<file path="src/hdl/trb_pkg.sv">
// Package holding constants and carrier types for the reload timer
package trb_pkg;
  localparam int CNT_W = 16;
  localparam int PRE_W = 8;
  localparam int BAUD_DIV = 16;
  localparam logic [CNT_W-1:0] CNT_ZERO = 16'h0000;
  localparam logic [CNT_W-1:0] CNT_MAX = 16'hffff;
  localparam logic [CNT_W-1:0] CNT_ONE = 16'h0001;
  localparam logic [PRE_W-1:0] PRE_ZERO = 8'h00;
  localparam logic [PRE_W-1:0] PRE_ONE = 8'h01;

  typedef enum logic [1:0] {
    MODE_STD = 2'b00,
    MODE_CLR_TOP = 2'b01,
    MODE_DUAL_ONE = 2'b10,
    MODE_DUAL_TWO = 2'b11
  } trb_mode_type;

  // Software control bits
  typedef struct packed {
    logic runControl;
    logic downCountEnable;
    logic externalEnable;
    logic transmitClockSelect;
    logic receiveClockSelect;
    logic toggleOutputEnable;
    logic counterTimerSelect;
    trb_mode_type countModeSelect;
  } trb_ctrl_type;

  // Software clear strobes for the flags
  typedef struct packed {
    logic overflowClr;
    logic externalClr;
  } trb_clr_type;
endpackage

</file>
<file path="src/hdl/trb_prescaler.sv">
// Prescaler making the timer advance enable
`timescale 1ns/1ps
module trb_prescaler
  import trb_pkg::*;
#(
  parameter int WIDTH = PRE_W
) (
  // Clock and reset
  input wire logic clock,
  input wire logic sys_rst,
  // Control
  input wire logic run,
  input wire logic [WIDTH-1:0] prescaleValue,
  // Tick
  output logic tick
);
  initial begin
    if (WIDTH < 1 || WIDTH > 16) $error("trb_prescaler: bad WIDTH");
  end

  logic [WIDTH-1:0] cnt_r;
  wire cntDone = (cnt_r >= prescaleValue);
  wire [WIDTH-1:0] cntInc = cnt_r + WIDTH'(1);

  // Stopped timer holds phase at zero so restart is a full period
  always_ff @(posedge clock) begin
    if (sys_rst || !run || cntDone) begin
      cnt_r <= '0;
    end else begin
      cnt_r <= cntInc;
    end
  end

  assign tick = run && cntDone;
endmodule

</file>
<file path="src/hdl/trb_baud_div.sv">
// Divide-by-sixteen of baud rollovers into serial bit clock
`timescale 1ns/1ps
module trb_baud_div
  import trb_pkg::*;
#(
  parameter int DIV = BAUD_DIV
) (
  // Clock and reset
  input wire logic clock,
  input wire logic sys_rst,
  // Rollover in, bit tick out
  input wire logic rollover,
  output logic bitTick
);
  localparam int DW = $clog2(DIV);
  initial begin
    if (DIV < 2 || (1 << DW) != DIV) $error("trb_baud_div: DIV must be power of two");
  end

  logic [DW-1:0] div_r;
  wire [DW-1:0] divInc = div_r + DW'(1);

  always_ff @(posedge clock) begin
    if (sys_rst) begin
      div_r <= '0;
    end else if (rollover) begin
      div_r <= divInc;
    end
  end

  assign bitTick = rollover && (div_r == DW'(DIV - 1));
endmodule

</file>
<file path="src/hdl/trb_timer.sv">
// Sixteen-bit auto-reload timer with baud and clock-out generation
`timescale 1ns/1ps
module trb_timer
  import trb_pkg::*;
#(
  parameter int WIDTH = CNT_W
) (
  // Clock and reset
  input wire logic clock,
  input wire logic sys_rst,
  // Software control
  input wire trb_ctrl_type ctrl,
  input wire trb_clr_type flagClr,
  input wire logic [PRE_W-1:0] prescaleValue,
  input wire logic [7:0] reloadValueHigh,
  input wire logic [7:0] reloadValueLow,
  // External pins
  input wire logic externalTriggerInput,
  output logic togglePinOut,
  output logic togglePinOe,
  // Status
  output logic [7:0] countHighByte,
  output logic [7:0] countLowByte,
  output logic overflowFlag,
  output logic externalFlag,
  output logic interruptRequest,
  // Serial port bit clock
  output logic serialBitTick
);
  initial begin
    if (WIDTH != CNT_W) $error("trb_timer: WIDTH must equal CNT_W");
  end

  logic [CNT_W-1:0] count_r, count_nxt;
  logic [CNT_W-1:0] topBuf_r, topBuf_nxt;
  logic ovf_r, ovf_nxt;
  logic ext_r, ext_nxt;
  logic extIrqOk_r, extIrqOk_nxt;
  logic slopeDown_r, slopeDown_nxt;
  logic trigPrev_r;
  logic toggle_r, toggle_nxt;
  logic serialTick_r;
  logic irq_r;
  logic downCount_r;
  logic oe_r;

  wire tick;
  wire baudRoll;
  wire serialTickRaw;

  trb_prescaler #(.WIDTH(PRE_W)) uPre (
    .clock(clock),
    .sys_rst(sys_rst),
    .run(ctrl.runControl),
    .prescaleValue(prescaleValue),
    .tick(tick)
  );

  trb_baud_div #(.DIV(BAUD_DIV)) uBaud (
    .clock(clock),
    .sys_rst(sys_rst),
    .rollover(baudRoll),
    .bitTick(serialTickRaw)
  );

  // Mode decode
  wire [CNT_W-1:0] reloadWord = {reloadValueHigh, reloadValueLow};
  wire isDual = ctrl.countModeSelect[1];
  wire isClrTop = (ctrl.countModeSelect == MODE_CLR_TOP);
  wire isStd = (ctrl.countModeSelect == MODE_STD);
  wire baudMode = ctrl.transmitClockSelect || ctrl.receiveClockSelect;
  wire clockOut = !ctrl.counterTimerSelect && ctrl.toggleOutputEnable;
  // Direction pin only steers when down-count and external enable are both on
  wire udMode = downCount_r && !isDual && !baudMode;
  wire countDown = udMode && ctrl.externalEnable && !externalTriggerInput;
  wire trigFall = ctrl.externalEnable && trigPrev_r && !externalTriggerInput;

  // Effective TOP in mode 01 and dual slope comes from the buffer
  wire [CNT_W-1:0] topVal = (isClrTop || isDual) ? topBuf_r : reloadWord;
  wire [CNT_W-1:0] countInc = count_r + CNT_ONE;
  wire [CNT_W-1:0] countDec = count_r - CNT_ONE;

  // Roll conditions
  wire upRollStd = (count_r == CNT_MAX);
  wire upRollTop = (count_r >= topVal);
  wire dnRollStd = (count_r == reloadWord);
  wire dnRollTop = (count_r == CNT_ZERO);
  wire upRoll = isStd || baudMode ? upRollStd : upRollTop;
  wire dnRoll = isStd ? dnRollStd : dnRollTop;
  wire dualTopHit = isDual && !slopeDown_r && upRollTop;
  wire dualZeroHit = isDual && slopeDown_r && (count_r == CNT_ONE || count_r == CNT_ZERO);
  wire singleRoll = !isDual && (countDown ? dnRoll : upRoll);
  wire anyRoll = tick && (singleRoll || dualZeroHit);

  assign baudRoll = tick && baudMode && upRollStd;

  always_comb begin
    count_nxt = count_r;
    topBuf_nxt = topBuf_r;
    ovf_nxt = ovf_r;
    ext_nxt = ext_r;
    extIrqOk_nxt = extIrqOk_r;
    slopeDown_nxt = slopeDown_r;
    toggle_nxt = toggle_r;
    // Software clears first, so a hardware event below wins in the same cycle
    if (flagClr.overflowClr) begin
      ovf_nxt = 1'b0;
    end
    if (flagClr.externalClr) begin
      ext_nxt = 1'b0;
      extIrqOk_nxt = 1'b0;
    end
    if (tick) begin
      if (baudMode) begin
        count_nxt = upRollStd ? reloadWord : countInc;
      end else if (isDual) begin
        if (!slopeDown_r) begin
          if (upRollTop) begin
            slopeDown_nxt = 1'b1;
            count_nxt = countDec;
          end else begin
            count_nxt = countInc;
          end
        end else if (count_r == CNT_ZERO || count_r == CNT_ONE) begin
          slopeDown_nxt = 1'b0;
          count_nxt = CNT_ZERO;
          topBuf_nxt = reloadWord;
        end else begin
          count_nxt = countDec;
        end
      end else if (countDown) begin
        if (dnRoll) begin
          count_nxt = isStd ? CNT_MAX : topVal;
          topBuf_nxt = reloadWord;
        end else begin
          count_nxt = countDec;
        end
      end else if (upRoll) begin
        count_nxt = isStd ? reloadWord : CNT_ZERO;
        topBuf_nxt = reloadWord;
      end else begin
        count_nxt = countInc;
      end
      if (!baudMode && (singleRoll || dualZeroHit || (dualTopHit &&
          ctrl.countModeSelect == MODE_DUAL_TWO))) begin
        ovf_nxt = 1'b1;
      end
      if (udMode && singleRoll) begin
        ext_nxt = !ext_r;
        extIrqOk_nxt = 1'b0;
      end
      if (clockOut && (singleRoll || dualZeroHit || baudRoll)) begin
        toggle_nxt = !toggle_r;
      end
    end
    if (!ctrl.runControl && !isDual) begin
      topBuf_nxt = (isClrTop) ? topBuf_r : reloadWord;
    end
    if (isDual) begin
      ext_nxt = slopeDown_nxt;
      extIrqOk_nxt = 1'b0;
    end
    if (trigFall && !udMode && !isDual) begin
      ext_nxt = 1'b1;
      extIrqOk_nxt = 1'b1;
      if (!baudMode) begin
        count_nxt = isStd ? reloadWord : CNT_ZERO;
      end
    end
  end

  always_ff @(posedge clock) begin
    if (sys_rst) begin
      count_r <= CNT_ZERO;
      topBuf_r <= CNT_ZERO;
      ovf_r <= 1'b0;
      ext_r <= 1'b0;
      extIrqOk_r <= 1'b0;
      slopeDown_r <= 1'b0;
      trigPrev_r <= 1'b1;
      toggle_r <= 1'b0;
      serialTick_r <= 1'b0;
      irq_r <= 1'b0;
      // Timer comes out of reset counting up
      downCount_r <= 1'b0;
      oe_r <= 1'b0;
    end else begin
      count_r <= count_nxt;
      topBuf_r <= topBuf_nxt;
      ovf_r <= ovf_nxt;
      ext_r <= ext_nxt;
      extIrqOk_r <= extIrqOk_nxt;
      slopeDown_r <= slopeDown_nxt;
      trigPrev_r <= externalTriggerInput;
      toggle_r <= toggle_nxt;
      serialTick_r <= serialTickRaw;
      // Clock-out rollovers keep the flag but never interrupt
      irq_r <= (ovf_nxt && !clockOut) || extIrqOk_nxt;
      downCount_r <= ctrl.downCountEnable;
      oe_r <= clockOut;
    end
  end

  assign countHighByte = count_r[15:8];
  assign countLowByte = count_r[7:0];
  assign overflowFlag = ovf_r;
  assign externalFlag = ext_r;
  assign interruptRequest = irq_r;
  assign togglePinOut = toggle_r;
  assign togglePinOe = oe_r;
  assign serialBitTick = serialTick_r;
endmodule

</file>
<file path="config.mk">
export PLATFORM = sky130hd
export DESIGN_NAME = trb_timer
export DESIGN_NICKNAME = d
export VERILOG_FILES = /design/src/hdl/trb_pkg.sv /design/src/hdl/trb_prescaler.sv /design/src/hdl/trb_baud_div.sv /design/src/hdl/trb_timer.sv
export SDC_FILE = /design/constraint.sdc
export NUM_CORES = 1
export LEC_CHECK = 0
export ABC_AREA = 0
export BUFFER_PORTS_ARGS = -buffer_cell sky130_fd_sc_hd__buf_2
export CORE_MARGIN = 4
export CORE_UTILIZATION = 51
export DETAILED_ROUTE_END_ITERATION = 7
export PLACE_DENSITY = 0.71
export SYNTH_ARGS = -nofsm -noshare
export SYNTH_HDL_FRONTEND = slang
export SYNTH_SLANG_ARGS = --single-unit
</file>
<file path="constraint.sdc">
create_clock -name clock -period 5 [get_ports clock]
set_input_delay 0.25 -clock clock [delete_from_list [all_inputs] [get_ports clock]]
set_output_delay 0.25 -clock clock [all_outputs]
set_load 0.05 [all_outputs]
</file>
* After elaboration in Yosys (flattened, before gate mapping)
Cells that the tools add are included.
** Storage, ports and cells
- Register bits after elaboration :: 54
- Bits of input ports :: 38
- Output and inout port bits :: 22
** Operators by class
- Add/subtract/negate cells :: 4
- Order comparisons :: 2
- Equality and inequality tests :: 11
- Multiplexer cells :: 47
- Reductions and logical operators :: 50
** Operator list (number)
- 16-bit 2-to-1 mux :: 25
- 1-bit logical AND :: 24
- 1-bit 2-to-1 mux :: 22
- 16-bit by 1-bit adder with 16-bit output (second input constant) :: 1
- 16-bit by 1-bit equality test with 1-bit output (second input constant) :: 1
- 16-bit equality test :: 1
- 16-bit equality test (second input constant) :: 1
- 16-bit >= comparator :: 1
- 16-bit logical NOT :: 1
- 16-bit by 1-bit subtractor with 16-bit output (second input constant) :: 1
- 1-bit logical NOT :: 10
- 1-bit logical OR :: 10
- 8-bit by 1-bit adder with 8-bit output (second input constant) :: 1
- 8-bit >= comparator :: 1
- 7-bit AND reduction :: 1
- 3-bit by 1-bit inequality test with 1-bit output (second input constant) :: 2
- 4-bit by 1-bit adder with 4-bit output (second input constant) :: 1
- 4-bit equality test (second input constant) :: 1
- 4-bit by 2-bit inequality test with 1-bit output (second input constant) :: 1
- 4-bit nonzero test :: 1
- 2-bit by 1-bit equality test with 1-bit output (second input constant) :: 1
- 2-bit equality test (second input constant) :: 1
- 2-bit logical NOT :: 1
- 2-bit by 1-bit inequality test with 1-bit output (second input constant) :: 1
- 3 further kinds :: 3

* Depth between registers and ports, before layout
Gate-level depths: netlist of the first run.
- Depth in word-level cells :: 14
- Gate-level depth with buffers :: 15

* Cells and area by module
A second synthesis of the first run with hierarchy kept.
** Unflattened totals
- Cell total of the unflattened synthesis :: 597
- Area total of the unflattened synthesis :: 4653.2 µm²
** By module, submodules not included
- trb_timer :: instances 1, cells each 518, area an instance 3950.0 µm², sequential area each 840.8 µm²
- trb_prescaler :: instances 1, cells each 62, area an instance 514.2 µm², sequential area each 160.2 µm²
- trb_baud_div :: instances 1, cells each 17, area an instance 188.9 µm², sequential area each 80.1 µm²

* Worst setup path before layout of the first run
No wires, ideal clock.
- Path kind :: input port to flip-flop
- From :: input ctrl[1] in the netlist's numbering
- To :: register count_r[7]
- Setup time :: 142 ps
- Data arrival time :: 3619 ps
- Setup slack :: 1238 ps
- Stages :: 14
- Path buffers :: 3
- Path through :: nor2_2 > clkbuf_1 > buf_1 > mux2i_1 > ha_1 > nand4_1 > or3_1 > a311o_1 > and3_1 > a21oi_1 > buf_2 > o21ai_0 > a221oi_1 > a311oi_1
** Between the ends
- Cells in the longest elaborated chain, start to end :: 12
- Elaborated cells on any way between the ends :: 28
- Those cells by class :: order compare: 1; eq/ne: 1; mux: 15; reduce/logical: 11
** RTL lines
- start: declaration :: RTL line trb_timer.sv:12 : input wire trb_ctrl_type ctrl,
- 2-bit by 1-bit equality test with 1-bit output :: RTL line trb_timer.sv:69 : wire isClrTop = (ctrl.countModeSelect == MODE_CLR_TOP);
- 1-bit logical OR :: RTL line trb_timer.sv:79 : wire [CNT_W-1:0] topVal = (isClrTop || isDual) ? topBuf_r : reloadWord;
- 16-bit 2-to-1 mux :: RTL line trb_timer.sv:79
- 16-bit >= comparator :: RTL line trb_timer.sv:85 : wire upRollTop = (count_r >= topVal);
- 1-bit 2-to-1 mux :: RTL line trb_timer.sv:88 : wire upRoll = isStd || baudMode ? upRollStd : upRollTop;
- 16-bit 2-to-1 mux :: RTL line trb_timer.sv:138 : end else if (upRoll) begin
- 16-bit 2-to-1 mux :: RTL line trb_timer.sv:131 : end else if (countDown) begin
- 16-bit 2-to-1 mux :: RTL line trb_timer.sv:116 : end else if (isDual) begin
- 16-bit 2-to-1 mux :: RTL line trb_timer.sv:114 : if (baudMode) begin
- 16-bit 2-to-1 mux :: RTL line trb_timer.sv:113 : if (tick) begin
- 16-bit 2-to-1 mux :: RTL line trb_timer.sv:166 : if (!baudMode) begin
- 16-bit 2-to-1 mux * :: RTL line trb_timer.sv:163 : if (trigFall && !udMode && !isDual) begin
- end signal: assignment :: RTL line trb_timer.sv:188 : count_r <= count_nxt;
- end: declaration :: RTL line trb_timer.sv:34 : logic [CNT_W-1:0] count_r, count_nxt;
Mark *: on every way between the ends. The rest lies on a longest branch, timed or not.
A chain may end at the register's enable or synchronous reset.

* Final worst setup path of the first run
- From :: input ctrl[1] in the netlist's numbering
- To :: register count_r[4]
Same word-level chain as after synthesis.

==> impl_metrics.toml, run 1 <==
[synth]
synth_common_cells = "69 x nor2_1, 54 x dfxtp_1, 47 x nand2_1, 42 x a21oi_1"
synth_top_area_share_pct = 22.0
ys_seq_elements = 54
synth_cells = 639
synth_area_sq_mm = 0.00491
ys_seq_area_share_pct = 22.0
synth_top_cell_by_area = "dfxtp_1"
yosysMostFrequentCell = "nor2_1"
synth_nets = 706
synth_top_flop_cell = "dfxtp_1"
synth-edff-count = 0
yosys_warnings = 0
async_flop_share_pct = 0
ys_top_cells_by_area = "dfxtp_1 22%, ha_1 7.4%, mux2i_1 5.9%"
synth.distinct_cells = 73
syn_area_per_cell_sq_um = 7.69

[clock_tree]
htree_levels = 2
cts_tree = "built"
hold_buffers = 0
ctsResizeCount = 0
cts_sinks = 54
clock_path_buffers = 2
clock_latency_ps = 320
post_cts_buffers = 0
cts-root-buf = "clkbuf_8"
clkTransAtPathRegs_ps = 110
cts_made_buffers = 5

[setup_path]
r2r_end = "count_r[4]"
crit_chain = "buf_2 > nor2_4 > nand2_1 > a21boi_0 > ha_1 > nand4_1 > or3_1 > a311o_1 > and3_1 > a21oi_1 > buf_4 > nor2_1 > a2111oi_0 > a2111oi_0"
rrSetupSlack_ps = 900
cp-start-kind = "input port"
cpMostUsedCell = "a2111oi_0"
startpoint = "ctrl[1]"
worstReg2RegStart = "count_r[0]"
required_ps = 5150
slowest_stage = "a21oi_1"
critPathCaptureType = "flop"
crit_arrival_ps = 4280
crit_type = "input port to flop"
r2r_cells = 10
crit_end = "count_r[4]"
slowest_delay_ps = 600
crit_fanout = 22

[power_and_ir_drop]
powerDensity_mw_per_mm2 = 175
switchingPower_mw = 0.314
pwr-share-comb_pct = 22.7
ir_worst_vdd_mv = 0.104
seqPwrFrac_pct = 47.5
power.total_mw = 0.943
p_sw_share_pct = 33.2
p_int_mw = 0.630
clock_power_share_pct = 29.8
p_leak_nw = 2.35

[detailed_routing]
wirelength_mm = 17.3
drc = 0
vias_per_cell = 6.58
firstDrtPassIters = 5
wl_per_cell_microns = 21.5
ant_nets = 0
vias = 5298
drtIter0Drc = 521

[floorplan]
chipWidth_microns = 106
boundaryPins = 60
die_area_sq_mm = 0.0113
chipHeight_microns = 106
rows = 35
coreArea_sq_mm = 0.00933
start_util_pct = 52.7

[grt]
grt_pass1_vias = 5135
grt_max_degree = 51
grt_overflow = 0
grt_pass1_wl_mm = 27.4
grt_use_total_pct = 30.6
antenna_found_initial = 0

[worst_hold_path]
min_from = "ctrl[7]"
hold_path_class = "input port to flop"

[timing]
final-max-slew-violation-count = 0
finalSetupViolations = 0
worst_slew_pin_slew_ps = 983
fmax_ghz = 0.242
finalCritPeriodShare_pct = 82.6
min_period_ps = 4130
rsz0062_at_grt = "false"
finClkSkew_ps = 10.0
final.setup.tns_ps = 0
hold_viol = 0
max_slew_margin_pct = 34.4

[place]
dp_hpwl_mm = 12.2
gp_congestion = 1.02
io_buffers = 59
postPlaceCellArea_sq_mm = 0.00529

[layout]
nNetsFinal = 742
drive_gt1_share_pct = 15.8
syn2layout_area_growth_pct = 9.57
n_antenna_cell = 0
stdcell_area_sq_mm = 0.00539

[run_status]
status = "completed"

[flow_run]
drv_cap = 0
-- logic make-up (layout without fill, tap and decap cells) --
logic type,Yosys count,after routing,synth area share [%]
adder cells (fa/ha/maj),29,29,7.38
multiplexers,32,32,6.59
AND/OR/NAND/NOR,243,243,25.1
flip-flops,54,54,22.0
XOR/XNOR,42,42,7.48
buffers and inverters,63,100,5.60
AO/OA/AOI/OAI,176,176,25.8
-- registers in the layout, indices dropped and copies added (netlist names) --
name              count
count_r              16
downCount_r           1
extIrqOk_r            1
externalFlag          1
interruptRequest      1
overflowFlag          1
serialBitTick         1
slopeDown_r           1
togglePinOe           1
togglePinOut          1
topBuf_r             16
trigPrev_r            1
uBaud.div_r           4
uPre.cnt_r            8
-- area by class of cell --
class,count,area [sq um]
fill,908,3940
multi-input combinational,522,3570
sequential,54,1080
timing repair buffer,74,408
tap,129,161
clock buffer,6,82.6
inverter,18,67.6
clock inverter,2,16.3
-- power groups by stage --
stage / clock [mW] / sequential [mW] / combinational, mW
after floorplan: 0 / 0.460 / 0.131
after global placement: 0 / 0.457 / 0.206
after detailed placement: 0 / 0.457 / 0.208
after CTS: 0.291 / 0.447 / 0.209
after global routing: 0.308 / 0.449 / 0.231
final: 0.281 / 0.448 / 0.214
-- metal layers --
| layer | track usage [%] | part of all wire, % | vias up |
|---|---|---|---|
| met2 | 47.4 | 44 | 334 |
| met5 | 0 | 0 | - |
| met4 | 15.2 | 5.2 | 0 |
| li1 | - | - | 2452 |
| met1 | 40.8 | 41 | 2432 |
| met3 | 5.34 | 10 | 80 |
-- critical path: cells and delay by family --
family                     cells  cell delay, ps
and+or+nand+nor                6            1570
buffers and inverters          2             450
AOI/OAI and AO/OA              5            1650
adders and majority gates      1             350
-- how the worst min path moves through the flow --
stage                     slack (ps)       endpoint  depth (start not counted)
after floorplan                  360     trigPrev_r                          1
after global placement           440  uPre.cnt_r[0]                          1
after detailed placement         450  serialBitTick                          2
after CTS                        140    downCount_r                          2
after global routing             150    downCount_r                          2
final                            140    downCount_r                          2
-- through the flow --
step                      setup WS (ps)  hold slack (ps)  cells  utilization, %
after global placement              804              440    797            56.7
after CTS                          1010              137    805            57.7
after detailed placement            666              446    797            56.7
final                               868              138    805            57.7
after floorplan                    1240              357    639               -
after global routing                748              150    805            57.7
-- layout by cell type, fill, tap and decap left out, drive strengths merged, types with 18 or more instances in the layout --
cell and n:
a21oi 43, buf 74, dfxtp 54, ha 29
inv 19, mux2i 29, nand2 47, nand3 27
nor2 70, nor3 18, o21ai 28, xor2 27
Note: power is estimated with default switching activity, not from simulation.
==> inputs of run 2 (changes only) <==
Settings changed: ABC_AREA 0 to 1, PLACE_DENSITY 0.71 to 0.74.
Clock period 5 ns to 3.37 ns, I/O delays scaled along.
==> impl_metrics.toml, run 2 <==
[synth]
synth_common_cells = "233 x nand2_1, 111 x inv_1, 98 x a21oi_1, 84 x nor2_1, 68 x nand3_1"
synth-edff-count = 0
ys_top_cells_by_area = "dfxtp_1 21%, nand2_1 17%, a21oi_1 9.4%"
synth_cells = 872
synth_top_area_share_pct = 20.7
yosys_warnings = 0
async_flop_share_pct = 0
ys_seq_area_share_pct = 20.7
ys_seq_elements = 54
syn_area_per_cell_sq_um = 5.98
synth_top_cell_by_area = "dfxtp_1"
synth_top_flop_cell = "dfxtp_1"
synth_nets = 939
yosysMostFrequentCell = "nand2_1"
synth_area_sq_mm = 0.00522
synth.distinct_cells = 42

[setup_path]
slowest_delay_ps = 520
critPathCaptureType = "flop"
crit_arrival_ps = 3040
worstReg2RegStart = "count_r[1]"
crit_fanout = 17
critical_path_buf_inv_count = 2
slowest_stage = "dfxtp_1"
startpoint = "count_r[1]"
cpMostUsedCell = "nand2_1"
required_ps = 3570
rrSetupSlack_ps = 520
cp_top_family = "simple AND/OR/NAND/NOR gates"
crit_chain = "ha_1 > nand3_1 > inv_1 > nand2_1 > inv_1 > nand2_1 > o21ai_1 > nand2_2 > nand2_2 > nand3_4 > nand2_8 > nand2_8 > nand2_1 > a21oi_1"
cp-start-kind = "flop"
crit_type = "flop to flop"

[timing]
min_period_ps = 2850
max_slew_margin_pct = 46.3
rsz0062_at_grt = "false"
finalSetupViolations = 0
finClkSkew_ps = 11.9
hold_viol = 0
worst_slew_pin_slew_ps = 805
finalCritPeriodShare_pct = 84.4
fmax_ghz = 0.351
final-max-slew-violation-count = 0
final.setup.tns_ps = 0

[run_status]
status = "completed"

[power_and_ir_drop]
clock_power_share_pct = 29.9
switchingPower_mw = 0.574
ir_worst_vdd_mv = 0.233
powerDensity_mw_per_mm2 = 279
p_int_mw = 1.02
seqPwrFrac_pct = 42.0
pwr-share-comb_pct = 28.1
p_sw_share_pct = 36.1
p_leak_nw = 2.78

[clock_tree]
clkTransAtPathRegs_ps = 110
clock_path_buffers = 2
post_cts_buffers = 0
cts_made_buffers = 5
htree_levels = 2
cts_sinks = 54
ctsResizeCount = 0
cts-root-buf = "clkbuf_8"
cts_tree = "built"
clock_latency_ps = 320
hold_buffers = 0

[floorplan]
rows = 36
start_util_pct = 52.9
boundaryPins = 60
coreArea_sq_mm = 0.00986
die_area_sq_mm = 0.0119
chipWidth_microns = 109
chipHeight_microns = 109

[place]
postPlaceCellArea_sq_mm = 0.00559
dp_hpwl_mm = 12.0
io_buffers = 59
dp_cells = 1042
gp_congestion = 0.990

[layout]
instances_no_fill = 1050
stdcell_area_sq_mm = 0.00571
final_common_cell = "nand2_1"
utilization_pct = 57.8
nNetsFinal = 983
syn2layout_area_growth_pct = 9.35
drive_gt1_share_pct = 14.6
n_antenna_cell = 0
final_cell_mix = "233 x nand2_1, 111 x inv_1, 98 x a21oi_1"
largestRegisters = "count_r: 16 flops, topBuf_r: 16 flops, uPre.cnt_r: 8 flops"

[worst_hold_path]
min_from = "ctrl[7]"
hold_path_class = "input port to flop"

[detailed_routing]
wirelength_mm = 16.0
vias = 5713
vias_per_cell = 5.44
wl_per_cell_microns = 15.2
drtIter0Drc = 484
firstDrtPassIters = 5
ant_nets = 0
drc = 0

[grt]
grt_max_degree = 32
grt_pass1_wl_mm = 26.1
grt_overflow = 0
grt_use_total_pct = 27.9
antenna_found_initial = 0
grt_pass1_vias = 5201

[flow_run]
drv_cap = 0
[run 2: layer usage]
layer	GRT usage (%)	wire, microns	vias up
met5	0	0	-
met4	7.57	303	0
met3	3.97	1560	25
met2	43.1	6940	253
met1	40.3	7190	2550
li1	-	-	2885
[run 2: worst paths after layout]
check	endpoint	cells after the start
min	downCount_r	3
min reg2reg	serialBitTick	2
max	topBuf_r[0]	14
max reg2reg	topBuf_r[0]	14
[run 2: power by group through the flow]
stage	sequential (mW)	clock, mW	combinational (mW)
5_1_grt	0.670	0.511	0.497
6_report	0.668	0.476	0.447
3_5_place_dp	0.682	0	0.439
2_1_floorplan	0.691	0	0.301
4_1_cts	0.667	0.486	0.441
3_3_place_gp	0.682	0	0.437
[run 2: cell type report]
cell class	count	area, sq um
Inverter	119	447
Fill cell	1013	4160
Sequential cell	54	1080
Multi-Input combinational cell	662	3470
Clock inverter	3	47.5
Tap cell	133	166
Timing Repair Buffer	74	420
Clock buffer	5	68.8
[run 2: worst register-to-register path, delay by kind of cell, from the launching register on]
| kind | cells | cell delay (ps) |
|---|---|---|
| compound gates | 2 | 420 |
| fa+ha+maj | 1 | 290 |
| buf+inv | 2 | 260 |
| flops | 1 | 520 |
| simple gates | 9 | 1240 |
[run 2: kinds of logic after synthesis]
kind of cell | count (synthesis) | share of synthesized area, %
buf+inv | 156 | 12.7
compound gates | 145 | 15.1
xor+xnor | 29 | 4.87
simple gates | 459 | 39.7
fa+ha+maj | 29 | 6.95
flops | 54 | 20.7
[run 2: stage by stage]
| stage | power (mW) | hold slack (ps) | setup slack, ps |
|---|---|---|---|
| after floorplan | 0.992 | 245 | 658 |
| after global placement | 1.12 | 374 | 422 |
| after detailed placement | 1.12 | 387 | 333 |
| after CTS | 1.59 | 40.1 | 597 |
| after global routing | 1.68 | 58.8 | 325 |
| final | 1.59 | 46.8 | 524 |
